$ cat config.mk
export PLATFORM = sky130hd
export DESIGN_NAME = bse_exec
export DESIGN_NICKNAME = d
export VERILOG_FILES = /design/src/bse_pkg.sv /design/src/bse_compare.sv /design/src/bse_exec.sv
export SDC_FILE = /design/constraint.sdc
export NUM_CORES = 1
export LEC_CHECK = 0
export ABC_AREA = 1
export BUFFER_PORTS_ARGS = -buffer_cell sky130_fd_sc_hd__buf_4
export CAP_MARGIN = 20
export CORE_MARGIN = 4
export CORE_UTILIZATION = 50
export CTS_BUF_LIST = sky130_fd_sc_hd__clkbuf_2 sky130_fd_sc_hd__clkbuf_4 sky130_fd_sc_hd__clkbuf_8
export DETAILED_ROUTE_END_ITERATION = 8
export GPL_TIMING_DRIVEN = 0
export PLACE_DENSITY = 0.87
export SETUP_SLACK_MARGIN = 0.3
export SLEW_MARGIN = 20
export SYNTH_ARGS = -nofsm -noshare
export SYNTH_HDL_FRONTEND = slang
export SYNTH_SLANG_ARGS = --single-unit
$ cat constraint.sdc
create_clock -name core_clk -period 3.9 [get_ports core_clk]
set_input_delay 0.195 -clock core_clk [delete_from_list [all_inputs] [get_ports core_clk]]
set_output_delay 0.195 -clock core_clk [all_outputs]
set_load 0.02 [all_outputs]
$ cat src/bse_pkg.sv
// Package for the branch, skip, stack and core-control execution unit.
// Assumes a single core clock domain; shared by the execution unit and its compare unit.
package bse_pkg;

  // ****************************************************************
  // Status flag bit positions.
  // ****************************************************************
  localparam int FLAG_C = 0;
  localparam int FLAG_Z = 1;
  localparam int FLAG_N = 2;
  localparam int FLAG_V = 3;
  localparam int FLAG_S = 4;
  localparam int FLAG_H = 5;
  localparam int FLAG_T = 6;
  localparam int FLAG_I = 7;

  // ****************************************************************
  // Widths, reset values and cycle counts.
  // ****************************************************************
  localparam int DATA_W = 8;
  localparam int PC_W_DEF = 16;
  localparam int OFFSET_W_DEF = 7;
  localparam logic [1:0] CYC_ONE = 2'h1;
  localparam logic [1:0] CYC_TWO = 2'h2;
  localparam logic [1:0] CYC_THREE = 2'h3;
  localparam logic [7:0] DATA_RESET = 8'h00;

  // ****************************************************************
  // Operations handled by this unit.
  // ****************************************************************
  typedef enum logic [4:0] {
    compare_immediate_op = 5'h00,
    skip_reg_bit_clear_op = 5'h01,
    skip_reg_bit_set_op = 5'h02,
    skip_io_bit_clear_op = 5'h03,
    skip_io_bit_set_op = 5'h04,
    branch_flag_set_op = 5'h05,
    branch_flag_clear_op = 5'h06,
    branch_equal_op = 5'h07,
    branch_not_equal_op = 5'h08,
    branch_carry_set_op = 5'h09,
    branch_carry_clear_op = 5'h0a,
    branch_same_higher_op = 5'h0b,
    branch_lower_op = 5'h0c,
    branch_signed_ge_op = 5'h0d,
    branch_signed_lt_op = 5'h0e,
    branch_halfcarry_set_op = 5'h0f,
    branch_halfcarry_clear_op = 5'h10,
    push_op = 5'h11,
    pop_op = 5'h12,
    sleep_op = 5'h13,
    watchdog_restart_op = 5'h14,
    break_op = 5'h15
  } bse_op_e;

  // ****************************************************************
  // Sequencer states.
  // ****************************************************************
  typedef enum logic [1:0] {
    ST_IDLE = 2'b00,
    ST_WAIT = 2'b01,
    ST_BREAK = 2'b10
  } bse_state_e;

endpackage
$ cat src/bse_compare.sv
// Compare unit: subtracts an immediate from a register and forms the flags.
// Assumes purely combinational use inside the execution unit; result is discarded.
`timescale 1ns/100ps
module bse_compare
  import bse_pkg::*;
(
  // Operands.
  input wire logic [DATA_W-1:0] regValue,
  input wire logic [DATA_W-1:0] immValue,
  // Flags in and out.
  input wire logic [DATA_W-1:0] flagsIn,
  output logic [DATA_W-1:0] flagsOut
);

  logic [DATA_W-1:0] diff;

  // ****************************************************************
  // Subtraction and flag forming.
  // ****************************************************************

  // Difference is only used for flags and never written back.
  assign diff = regValue - immValue;

  // Zero, negative, overflow, carry and half-carry follow the difference.
  always_comb begin
    flagsOut = flagsIn;
    flagsOut[FLAG_Z] = (diff == DATA_RESET);
    flagsOut[FLAG_N] = diff[7];
    flagsOut[FLAG_V] = (regValue[7] & ~immValue[7] & ~diff[7]) |
                       (~regValue[7] & immValue[7] & diff[7]);
    flagsOut[FLAG_C] = (~regValue[7] & immValue[7]) | (immValue[7] & diff[7]) |
                       (diff[7] & ~regValue[7]);
    flagsOut[FLAG_H] = (~regValue[3] & immValue[3]) | (immValue[3] & diff[3]) |
                       (diff[3] & ~regValue[3]);
  end

endmodule

$ cat src/bse_exec.sv
// Execution unit for compare-immediate, bit skips, flag branches, stack and core control.
// Assumes the core presents one operation at a time with operands valid in the issue cycle,
// and that the stack returns pop data while the pop strobe stands.
//
// Summary of operation
// - Compare immediate sets five flags, one cycle.
// - Register bit clear skips; PC plus 2/3.
// - I/O bit set skips; flags untouched.
// - Flag-set branch: PC+k+1, one/two cycles.
// - Flag-clear branch: same target and timing.
// - Equal/not-equal branches test zero flag.
// - Carry branches; same-higher/lower alias them.
// - Same-or-higher taken exactly when carry clear.
// - Signed greater-equal taken when N xor V clear.
// - Signed less-than taken when N xor V set.
// - Half-carry branches test half-carry flag.
// - Push writes stack, two cycles, flags kept.
// - Pop loads register, two cycles, flags kept.
// - Sleep issues in one cycle, requests sleep.
// - Watchdog restart: one cycle, signals the watchdog.
// - Break serves debug only, no fixed count.
`timescale 1ns/100ps
module bse_exec
  import bse_pkg::*;
#(
  parameter int PC_W = PC_W_DEF,
  parameter int OFFSET_W = OFFSET_W_DEF
)(
  // Clock and reset.
  input wire logic core_clk,
  input wire logic rst,
  // Issue of one operation.
  input wire logic opValid,
  input wire bse_op_e opCode,
  input wire logic [DATA_W-1:0] regValue,
  input wire logic [DATA_W-1:0] immValue,
  input wire logic [DATA_W-1:0] ioValue,
  input wire logic [2:0] bitSel,
  input wire logic [OFFSET_W-1:0] offset,
  input wire logic nextIsLong,
  // Program counter and status flags.
  input wire logic [PC_W-1:0] pcCurrent,
  input wire logic [DATA_W-1:0] statusFlags,
  // Stack read data and debug resume.
  input wire logic [DATA_W-1:0] stackData,
  input wire logic debugResume,
  // Completion and program counter update.
  output logic busy,
  output logic done,
  output logic pcLoad,
  output logic [PC_W-1:0] pcNext,
  // Status flag update.
  output logic flagsWrite,
  output logic [DATA_W-1:0] flagsNew,
  // Stack and register file.
  output logic stackPush,
  output logic stackPop,
  output logic [DATA_W-1:0] stackWrData,
  output logic regWrite,
  output logic [DATA_W-1:0] regWrData,
  // Core control strobes.
  output logic sleepReq,
  output logic wdtRestart,
  output logic debugBreak
);

  // ****************************************************************
  // Condition decoding.
  // ****************************************************************

  // Returns whether a conditional branch is taken for the given flags.
  function automatic logic branchTaken(input bse_op_e op, input logic [DATA_W-1:0] f,
                                       input logic [2:0] sel);
    logic taken;
    taken = 1'b0;
    unique case (op)
      branch_flag_set_op: taken = f[sel];
      branch_flag_clear_op: taken = ~f[sel];
      branch_equal_op: taken = f[FLAG_Z];
      branch_not_equal_op: taken = ~f[FLAG_Z];
      branch_carry_set_op, branch_lower_op: taken = f[FLAG_C];
      branch_carry_clear_op: taken = ~f[FLAG_C];
      branch_same_higher_op: taken = ~f[FLAG_C];
      branch_signed_ge_op: taken = ~(f[FLAG_N] ^ f[FLAG_V]);
      branch_signed_lt_op: taken = f[FLAG_N] ^ f[FLAG_V];
      branch_halfcarry_set_op: taken = f[FLAG_H];
      branch_halfcarry_clear_op: taken = ~f[FLAG_H];
      default: taken = 1'b0;
    endcase
    return taken;
  endfunction

  // Returns whether the operation is one of the conditional branches.
  function automatic logic isBranch(input bse_op_e op);
    return (op >= branch_flag_set_op) && (op <= branch_halfcarry_clear_op);
  endfunction

  // ****************************************************************
  // Operand preparation.
  // ****************************************************************

  logic [DATA_W-1:0] cmpFlags;
  logic [PC_W-1:0] pcPlusOne;
  logic [PC_W-1:0] offsetExt;
  logic skipCond;

  // Flag forming for compare with immediate.
  bse_compare u_compare (
    .regValue(regValue),
    .immValue(immValue),
    .flagsIn(statusFlags),
    .flagsOut(cmpFlags)
  );

  // Incremented counter and sign-extended word offset.
  assign pcPlusOne = pcCurrent + PC_W'(1);
  assign offsetExt = PC_W'($signed(offset));

  // Skip condition for the four bit-test instructions.
  always_comb begin
    unique case (opCode)
      skip_reg_bit_clear_op: skipCond = ~regValue[bitSel];
      skip_reg_bit_set_op: skipCond = regValue[bitSel];
      skip_io_bit_clear_op: skipCond = ~ioValue[bitSel];
      skip_io_bit_set_op: skipCond = ioValue[bitSel];
      default: skipCond = 1'b0;
    endcase
  end

  // ****************************************************************
  // Sequencer.
  // ****************************************************************

  bse_state_e state;
  bse_state_e next_state;
  logic [1:0] remain;
  logic [1:0] next_remain;
  logic next_busy;
  logic next_done;
  logic next_pcLoad;
  logic [PC_W-1:0] next_pcNext;
  logic next_flagsWrite;
  logic [DATA_W-1:0] next_flagsNew;
  logic next_stackPush;
  logic next_stackPop;
  logic [DATA_W-1:0] next_stackWrData;
  logic next_regWrite;
  logic [DATA_W-1:0] next_regWrData;
  logic next_sleepReq;
  logic next_wdtRestart;
  logic next_debugBreak;
  logic isPop;
  logic next_isPop;
  logic [1:0] cycles;

  // Computes the result of an issued operation and walks its cycle count.
  always_comb begin
    next_state = state;
    next_remain = remain;
    next_busy = busy;
    next_done = 1'b0;
    next_pcLoad = 1'b0;
    next_pcNext = pcNext;
    next_flagsWrite = 1'b0;
    next_flagsNew = flagsNew;
    next_stackPush = 1'b0;
    next_stackPop = 1'b0;
    next_stackWrData = stackWrData;
    next_regWrite = 1'b0;
    next_regWrData = regWrData;
    next_sleepReq = 1'b0;
    next_wdtRestart = 1'b0;
    next_debugBreak = 1'b0;
    next_isPop = isPop;
    cycles = CYC_ONE;
    unique case (state)
      ST_IDLE: begin
        if (opValid) begin
          next_pcNext = pcPlusOne;
          next_isPop = 1'b0;
          if (opCode == compare_immediate_op) begin
            next_flagsWrite = 1'b1;
            next_flagsNew = cmpFlags;
          end else if (opCode <= skip_io_bit_set_op) begin
            if (skipCond) begin
              // A skipped long instruction costs one more word and cycle.
              next_pcNext = nextIsLong ? pcCurrent + PC_W'(3) : pcCurrent + PC_W'(2);
              cycles = nextIsLong ? CYC_THREE : CYC_TWO;
            end
          end else if (isBranch(opCode)) begin
            if (branchTaken(opCode, statusFlags, bitSel)) begin
              next_pcNext = pcPlusOne + offsetExt;
              cycles = CYC_TWO;
            end
          end else if (opCode == push_op) begin
            next_stackPush = 1'b1;
            next_stackWrData = regValue;
            cycles = CYC_TWO;
          end else if (opCode == pop_op) begin
            next_stackPop = 1'b1;
            next_isPop = 1'b1;
            cycles = CYC_TWO;
          end else if (opCode == sleep_op) begin
            next_sleepReq = 1'b1;
          end else if (opCode == watchdog_restart_op) begin
            next_wdtRestart = 1'b1;
          end else if (opCode == break_op) begin
            // The debug system holds the core until it resumes it.
            next_debugBreak = 1'b1;
            next_busy = 1'b1;
            next_state = ST_BREAK;
          end
          // Single-cycle operations finish now; longer ones count down in the wait state.
          if (opCode != break_op) begin
            if (cycles == CYC_ONE) begin
              next_done = 1'b1;
              next_pcLoad = 1'b1;
            end else begin
              next_busy = 1'b1;
              next_remain = cycles - CYC_ONE;
              next_state = ST_WAIT;
            end
          end
        end
      end
      ST_WAIT: begin
        // Issue requests are ignored here, so the core must wait for done.
        if (remain == CYC_ONE) begin
          next_done = 1'b1;
          next_pcLoad = 1'b1;
          next_busy = 1'b0;
          next_state = ST_IDLE;
          // Pop data is taken in the cycle in which the pop strobe stands.
          if (isPop) begin
            next_regWrite = 1'b1;
            next_regWrData = stackData;
          end
        end else begin
          next_remain = remain - CYC_ONE;
        end
      end
      ST_BREAK: begin
        // The debug system may hold the core here for any number of cycles.
        if (debugResume) begin
          next_done = 1'b1;
          next_pcLoad = 1'b1;
          next_busy = 1'b0;
          next_state = ST_IDLE;
        end
      end
      default: begin
        // An illegal state code returns to idle without completing anything.
        next_state = ST_IDLE;
        next_busy = 1'b0;
      end
    endcase
  end

  // Registers the sequencer and every output.
  always_ff @(posedge core_clk or posedge rst) begin
    if (rst) begin
      state <= ST_IDLE;
      remain <= 2'h0;
      isPop <= 1'b0;
      busy <= 1'b0;
      done <= 1'b0;
      pcLoad <= 1'b0;
      pcNext <= '0;
      flagsWrite <= 1'b0;
      flagsNew <= DATA_RESET;
      stackPush <= 1'b0;
      stackPop <= 1'b0;
      stackWrData <= DATA_RESET;
      regWrite <= 1'b0;
      regWrData <= DATA_RESET;
      sleepReq <= 1'b0;
      wdtRestart <= 1'b0;
      debugBreak <= 1'b0;
    end else begin
      state <= next_state;
      remain <= next_remain;
      isPop <= next_isPop;
      busy <= next_busy;
      done <= next_done;
      pcLoad <= next_pcLoad;
      pcNext <= next_pcNext;
      flagsWrite <= next_flagsWrite;
      flagsNew <= next_flagsNew;
      stackPush <= next_stackPush;
      stackPop <= next_stackPop;
      stackWrData <= next_stackWrData;
      regWrite <= next_regWrite;
      regWrData <= next_regWrData;
      sleepReq <= next_sleepReq;
      wdtRestart <= next_wdtRestart;
      debugBreak <= next_debugBreak;
    end
  end

endmodule

Yosys cells after proc, flatten, opt, wreduce, memory -nomap -nowiden
Cells that the tools add are included.

cells by class
  add/sub/neg operators = 7
  equality and inequality tests = 32
  mux-type cells = 114
  $lt $le $gt $ge = 4
  reductions and logical operators = 13
  bitwise gates (word level) = 29

operators by type and width
  operator                                                               number
  16-bit two-way mux                                                     6
  1-bit two-way mux                                                      73
  2-bit two-way mux                                                      26
  5-bit by 4-bit equality test with 1-bit output, second input constant  8
  16-bit by 2-bit adder with 16-bit output, second input constant        2
  5-bit equality test, second input constant                             6
  5-bit by 3-bit equality test with 1-bit output, second input constant  4
  16-bit by 1-bit adder with 16-bit output, second input constant        1
  16-bit adder                                                           1
  1-bit NOT                                                              14
  2-bit inequality test, second input constant                           6
  5-bit by 2-bit equality test with 1-bit output, second input constant  2
  1-bit case mux with 10 select lines                                    1
  1-bit AND                                                              9
  1-bit binary-select mux with 3-bit select                              3
  3-bit AND reduction                                                    3
  8-bit zero test                                                        1
  8-bit subtractor                                                       1
  2-bit by 1-bit equality test with 1-bit output, second input constant  3
  1-bit case mux with 3 select lines                                     2
  2-bit case mux with 3 select lines                                     1
  6-bit AND reduction                                                    1
  5-bit by 1-bit equality test with 1-bit output, second input constant  1
  5-bit by 3-bit >= comparator with 1-bit output, second input constant  1
  17 further kinds                                                       23

storage, ports and cells
  output and inout port bits = 50
  input bits = 76
  register bits = 54

Logic depth before layout (Yosys ltp)
Gate-level depths: netlist (run 1).

  depth in word-level cells = 20
  gate-level depth with buffers = 25

Hierarchy
From an unflattened synthesis (run 1), not the netlist that was laid out.

second synthesis, totals
  cell total of the unflattened synthesis = 834
  area, all modules = 5275.1 um^2

by module, submodules not included
  module       area each (um^2)  times used  cells each
  bse_exec     4792.1            1           754
  bse_compare  483.0             1           80

Least setup slack after synthesis (run 1)
Ideal clock, no wire load.

  path kind = input to register
  from = input pcCurrent[1]
  to = register pcNext[15]
  setup slack = 1459 ps
  data required time = 3783 ps
  cell stages on the path = 24
  arrival = 2324 ps
  path through = ha_1 > nand2_1 > inv_2 > nand3_1 > nor2_2 > nand2_1 > nor2_1 > xor2_1 > inv_1 > ha_1 > nand2_1 > nor2_1 > and3_1 > nand2_1 > nand2_1 > nand2_1 > nand2_1 > inv_1 > nand2_1 > nand2_1 > nand3_1 > nand2_1 > nand2_1 > nand2_1

on the way
  longest elaborated chain between the ends = 6
  elaborated cells between the ends (all ways) = 10
  classes of those cells = add/sub: 4; mux: 6

RTL lines
  element                                   RTL line         source
  from (decl)                               bse_exec.sv:42   input wire logic [PC_W-1:0] pcCurrent,
  16-bit by 1-bit adder with 16-bit output  bse_exec.sv:116  assign pcPlusOne = pcCurrent + PC_W'(1);
  16-bit adder                              bse_exec.sv:192  next_pcNext = pcPlusOne + offsetExt;
  16-bit two-way mux                        bse_exec.sv:191  if (branchTaken(opCode, statusFlags, bitSel)) begin
  16-bit two-way mux                        bse_exec.sv:190  end else if (isBranch(opCode)) begin
  16-bit two-way mux                        bse_exec.sv:184  end else if (opCode <= skip_io_bit_set_op) begin
  16-bit two-way mux (*)                    bse_exec.sv:181  if (opCode == compare_immediate_op) begin
  to (signal assigned)                      bse_exec.sv:286  pcNext <= next_pcNext;
  to (decl)                                 bse_exec.sv:51   output logic [PC_W-1:0] pcNext,

Every way passes the cells marked *; elsewhere a longest branch is shown, timed or not.
A chain may end at the register's enable or synchronous reset.

Worst setup path after layout (run 1)
  from = input pcCurrent[2]
  to = register pcNext[15]

Same word-level chain as after synthesis.

==> flow_summary_export.csv, run 1 <==
group,metric,value,unit
finish,register_area,0.00135,sq mm
floorplanning,die_h,108,microns
finish,layout-drive-gt1-share,0.193,
yosys,synth_warnings,0,
setup_path,path_depth,25,
setup_path,cp-start-kind,"input port",
timing,fmax,348,MHz
timing,setup_violations,0,
finish,fin_cells,1047,
yosys,syn_nets,895,
setup_path,cp_top_family,"simple AND/OR/NAND/NOR gates",
power,peakVddDrop,0.000275,V
floorplanning,fp.coreArea,0.00982,sq mm
timing,rsz0062_at_grt,"false",
timing,slew_violations,0,
drt,num_vias,5453,
yosys,yosysMostFrequentCell,"nand2_1",
drt,drc,0,
power,power.total,2560,uW
floorplanning,die-width,108,microns
yosys,synth.top_cell.area_share,0.268,
timing,clock_skew,0.0102,ns
clock_network,numCtsBuffers,5,
setup_path,endpoint_kind,"flop",
clock_network,cts.htree.levels,2,
timing,tightest_slew,0.723,ns
drt,dr.pass1.iters,7,
yosys,seq_area_frac_synth,0.268,
yosys,synthArstFlopShare,1.00,
clock_network,cts_hold_buf,0,
clock_network,cts.repair.resized,0,
drt,ant_nets,0,
timing,max_slew_margin,0.518,
timing,hold_violations,0,
finish,multi_input_area,0.00317,sq mm
run_status,status,"finished, final reports clean",
finish,fillCellCount,893,
grt,grtUsageTotal,0.239,
clock_network,clock_latency,0.30,ns
floorplanning,ioPinCount,126,
setup_path,crit_fanout,6,
timing,period_needed,2.87,ns
finish,antenna_cells,0,
setup_path,cpMostUsedCell,"nand2_1",
drt,drtIter0Drc,347,
setup_path,path_buf_inv,4,
finish,fin_nets,1026,
yosys,synth-edff-count,0,
clock_network,cts_buffer_depth,2,
clock_network,post-cts-setup-buffers,0,
setup_path,critical_path.slowest_cell,"ha_1",
clock_network,cts_tree,"built",
grt,grt_max_degree,34,
floorplanning,row_count,36,
power,pwr_density_cell,408,mW/mm^2
yosys,synth_ff_type,"dfrtp_1",
setup_path,r2r_start,"state[1]",
yosys,netlist_instances,783,
job,drv_cap,0,
grt,grt_pass1_wl,23200,microns
floorplanning,dieArea,0.0118,sq mm
grt,overflow,0,
setup_path,r2r_end,"flagsNew[5]",
setup_path,worstPathArrival,3.07,ns
timing,holdWs,0.0158,ns
finish,synthToLayoutAreaGrowth,24.4,%
grt,grt_pass1_vias,5151,
timing,period_share,0.737,
setup_path,worstSetupPathType,"in -> reg",
yosys,synth_largest_area_cell,"dfrtp_1",
setup_path,reg2reg_slack,1.91,ns
setup_path,critPathRequiredTime,4.10,ns
place,io_buffer_count,123,
yosys,synth_area_per_cell,6.45,sq um
setup_path,r2r_cells,9,
finish,fin_util,0.639,
setup_path,max_stage_delay,0.37,ns
timing,fin_tns_setup,0,ns
place,dp.cells,1040,
place,gp_congestion,0.931,
grt,antenna_found_initial,0,
power,power.leakage,0.00354,uW
floorplanning,initial_core_util,0.514,
yosys,ys_ff_latch,54,
clock_network,cts.sinks,54,
place,hpwl,11600,microns
yosys,synthTopCellsByCount,"nand2_1, inv_1, nand3_1",
yosys,syn_area,0.00505,sq mm
drt,avgViaCountPerCell,5.21,
worst_hold_path,min_path_type,"in -> async",
yosys,synth_area_leaders,"dfrtp_1, nand2_1, nand3_1",
drt,wirelength,14100,microns
drt,routedWlPerCell,13.4,microns
clock_network,clk_pin_slew,0.09,ns
clock_network,cts-root-buf,"clkbuf_8",
yosys,yosysUniqueCellTypes,44,
==> flip-flops by register name (all words and copies together), names as in the netlist, 2 cells and up <==
register,cells
stackWrData,8
remain,2
pcNext,16
flagsNew,8
regWrData,8
state,2
==> per-layer routing <==
metal  part of all wire  GRT usage  vias to the layer above
met1               0.43      0.315                     2468
met4              0.025     0.0757                        0
met5                  0          0                        -
met2               0.48      0.405                      216
met3              0.067     0.0358                       34
li1                   -          -                     2735
==> placed cells by master, fill, tap and decap left out, types with 4 or more instances in the layout <==
| cell type | count |
|---|---|
| nor2_1 | 53 |
| ha_1 | 32 |
| o211ai_1 | 4 |
| fa_1 | 4 |
| clkbuf_1 | 4 |
| buf_6 | 4 |
| inv_1 | 97 |
| inv_2 | 12 |
| nand4_1 | 4 |
| nand2_1 | 275 |
| clkbuf_8 | 6 |
| nand2_2 | 5 |
| o21ai_0 | 33 |
| nor2_2 | 5 |
| o21ai_1 | 5 |
| buf_4 | 128 |
| o21bai_1 | 5 |
| nand3b_1 | 4 |
| nand3_1 | 83 |
| xor2_1 | 26 |
| a21oi_1 | 23 |
| xnor2_1 | 8 |
| dfrtp_1 | 54 |
| nor3_1 | 9 |
==> power breakdown <==
group	internal [uW]	leakage, uW	switching (uW)
Clock	206	0.0000573	171
Sequential	735	0.000677	114
Combinational	532	0.00280	806
==> worst max-delay path by stage <==
stage	endpoint	from	slack, ns
after global placement	pcNext[15]	pcCurrent[2]	0.76
final	pcNext[15]	pcCurrent[2]	1.03
after global routing	pcNext[15]	pcCurrent[2]	0.75
after CTS	pcNext[15]	pcCurrent[2]	1.10
after floorplan	pcNext[15]	pcCurrent[1]	1.46
after detailed placement	pcNext[15]	pcCurrent[2]	0.80
==> per-stage QoR <==
stage                     instance area [sq um]  setup slack, ns
after floorplan                            5050             1.46
final                                      6280             1.03
after global routing                       6280            0.745
after CTS                                  6280             1.10
after global placement                     6140            0.762
after detailed placement                   6170            0.798
==> cell type report <==
cell class,instances,share of cell area
Multi-Input combinational cell,602,0.504
Clock inverter,1,0.00478
Sequential cell,54,0.215
Timing Repair Buffer,124,0.151
Inverter,111,0.0668
Clock buffer,6,0.0132
Tap cell,133,0.0265
Buffer,16,0.0177
==> logic make-up after synthesis <==
| group | after synthesis | share of synthesized area |
|---|---|---|
| AO/OA/AOI/OAI | 80 | 0.0900 |
| AND/OR/NAND/NOR | 452 | 0.383 |
| buffers and inverters | 127 | 0.105 |
| XOR/XNOR | 34 | 0.0590 |
| flip-flops | 54 | 0.268 |
| adder cells (fa/ha/maj) | 36 | 0.0952 |
Power figures use the tool's default switching activity.
==> run 2: changes to the inputs <==
--- a/config.mk
+++ b/config.mk
@@ -13,7 +13,7 @@
 export CTS_BUF_LIST = sky130_fd_sc_hd__clkbuf_2 sky130_fd_sc_hd__clkbuf_4 sky130_fd_sc_hd__clkbuf_8
 export DETAILED_ROUTE_END_ITERATION = 8
 export GPL_TIMING_DRIVEN = 0
-export PLACE_DENSITY = 0.87
+export PLACE_DENSITY = 0.9
 export SETUP_SLACK_MARGIN = 0.3
 export SLEW_MARGIN = 20
 export SYNTH_ARGS = -nofsm -noshare
==> constraint.sdc (replaced) <==
create_clock -name core_clk -period 2.3 [get_ports core_clk]
set_input_delay 0.115 -clock core_clk [delete_from_list [all_inputs] [get_ports core_clk]]
set_output_delay 0.115 -clock core_clk [all_outputs]
set_load 0.02 [all_outputs]
==> run 2 against run 1 <==
- the run now ends with setup timing left
- design area increased by 13%
- combinational power increased by 92%
- sequential share of layout area decreased by 2.4 points
- register-to-register slack got worse by 1.5 ns
- non-clock buffer count increased by 35
==> flow_summary_export.csv, run 2 (same netlist as run 1, synthesis figures left out) <==
group,metric,value,unit
clock_network,cts.htree.levels,2,
floorplanning,row_count,36,
setup_path,r2r_end,"flagsNew[3]",
finish,layout_commonest_cell,"nand2_1",
drt,routedWlPerCell,15.3,microns
setup_path,cp_top_family,"simple AND/OR/NAND/NOR gates",
clock_network,cts-root-buf,"clkbuf_8",
power,internal_power,2540,uW
setup_path,max_stage_delay,0.29,ns
setup_path,worstSetupPathType,"in -> reg",
clock_network,clock_latency,0.31,ns
grt,grt_pass1_vias,5547,
worst_hold_path,holdPathStages,3,
timing,timing.final.ws_setup,-0.000281,ns
drt,drc,0,
drt,dr.pass1.iters,7,
clock_network,clk_pin_slew,0.10,ns
place,hpwl,11900,microns
drt,wl_met1,6620,microns
grt,grt_max_degree,29,
setup_path,path_buf_inv,4,
power,pwr-share-clk,0.121,
setup_path,critPathRequiredTime,2.51,ns
drt,wl_met3,1190,microns
drt,ant_nets,0,
timing,fmax,435,MHz
timing,period_needed,2.30,ns
floorplanning,initial_core_util,0.514,
timing,setup_violations,1,
timing,hold_violations,0,
finish,largest_register,"pcNext",
drt,avgViaCountPerCell,5.42,
power,pwr_density_cell,647,mW/mm^2
clock_network,cts_buffer_depth,2,
run_status,status,"finished with violations",
timing,rsz0062_at_grt,"true",
worst_hold_path,min_path_type,"in -> reg",
floorplanning,fp.coreArea,0.00982,sq mm
worst_hold_path,holdPathEnd,"regWrData[4]",
drt,num_vias,5874,
floorplanning,ioPinCount,126,
setup_path,crit_fanout,4,
floorplanning,die_h,108,microns
timing,clock_skew,0.0135,ns
setup_path,cpMostUsedCell,"nand2_1",
finish,synthToLayoutAreaGrowth,40.2,%
drt,drtIter0Drc,491,
setup_path,cp-start-kind,"input port",
grt,grt_pass1_wl,25200,microns
timing,tightest_slew,0.717,ns
power,p_comb_frac,0.560,
grt,overflow,0,
power,power.total,4580,uW
finish,layout-drive-gt1-share,0.314,
place,io_buffer_count,123,
timing,period_share,1.00,
clock_network,cts_tree,"built",
drt,wirelength,16600,microns
job,drv_cap,0,
worst_hold_path,min_from,"stackData[4]",
place,post-place-ws,-0.655,ns
power,switchingPower,2040,uW
setup_path,r2r_start,"state[1]",
drt,topRoutingLayerUsed,"met4",
clock_network,numCtsBuffers,5,
power,pwr-share-seq,0.318,
power,p_sw_frac,0.445,
floorplanning,die-width,108,microns
run_status,violations,"setup timing",
clock_network,cts.sinks,54,
timing,max_slew_margin,0.518,
finish,layout_common_cells,"nand2_1, buf_4, inv_1, nand3_1, dfrtp_1",
setup_path,reg2reg_slack,0.42,ns
finish,largest_reg_flops,16,
place,gp_congestion,0.911,
floorplanning,dieArea,0.0118,sq mm
setup_path,worstPathArrival,2.51,ns
timing,fin_tns_setup,-0.000281,ns
setup_path,r2r_cells,8,
drt,met2WireLength,7950,microns
grt,antenna_found_initial,0,
finish,antenna_cells,0,
power,peakVddDrop,0.000496,V
finish,fin_nets,1061,
setup_path,endpoint_kind,"flop",
grt,grtUsageTotal,0.263,
power,power.leakage,0.00378,uW
setup_path,critical_path.slowest_cell,"ha_4",
timing,slew_violations,0,
## run 2: cell types whose count changed in the layout (fill, tap and decap cells not counted), sizes merged
cell	change
buf	+34
dlygate4sd3	+2
bufinv	-1
clkbuf	-1
clkinv	+1
clkinvlp	+1
## run 2: timing repair
item                                   CTS  global route
setup endpoints to repair               13            27
endpoints found under the hold margin   27             1
buffers inserted                        20            13
hold buffers                             1             1
pin swaps                               38            33
gates resized for setup                 37            64
## run 2: worst max-delay path by stage
stage                 end          from  slack, ns  depth (start not counted)
2_1_floorplan  pcNext[15]  pcCurrent[1]       0.03                         24
3_3_place_gp   pcNext[15]  pcCurrent[2]      -0.63                         25
3_5_place_dp   pcNext[15]  pcCurrent[1]      -0.66                         25
4_1_cts        pcNext[15]  pcCurrent[1]       0.08                         23
5_1_grt        pcNext[15]  pcCurrent[2]      -0.15                         24
6_report       pcNext[15]  pcCurrent[2]    -0.0003                         25
## run 2: metal layers
| layer | track usage | vias up |
|---|---|---|
| li1 | - | 2804 |
| met1 | 0.345 | 2684 |
| met2 | 0.439 | 312 |
| met3 | 0.0334 | 74 |
| met4 | 0.104 | 0 |
| met5 | 0 | - |
## run 2: power by group through the flow
stage | sequential [uW] | combinational, uW | clock, uW
floorplan | 1750 | 1090 | 0
global placement | 1460 | 2250 | 0
detailed placement | 1450 | 2310 | 0
CTS | 1450 | 2390 | 548
global route | 1490 | 2790 | 599
finish | 1460 | 2570 | 555
## run 2: cell type report
| class | instances | area (sq um) |
|---|---|---|
| multi-input combinational | 602 | 3660 |
| sequential | 54 | 1350 |
| clock inverter | 2 | 12.5 |
| tap | 133 | 166 |
| buffer | 16 | 115 |
| timing repair buffer | 159 | 1260 |
| inverter | 111 | 439 |
| fill | 727 | 2740 |
| clock buffer | 6 | 82.6 |
## run 2: metrics by stage
stage	hold slack (ns)	instance area (sq um)	utilization	cells
finish	0.00400	7080	0.721	1083
floorplan	0.198	5220	-	783
detailed placement	0.223	6330	0.645	1040
global placement	0.309	6310	0.643	1039
global route	0.0115	7080	0.721	1083
CTS	0.00504	6750	0.687	1069
## run 2: worst min-delay path, stage by stage
cell and delay, ns:
buf_4 0.08, nand2_1 0.05, nand2_1 0.05
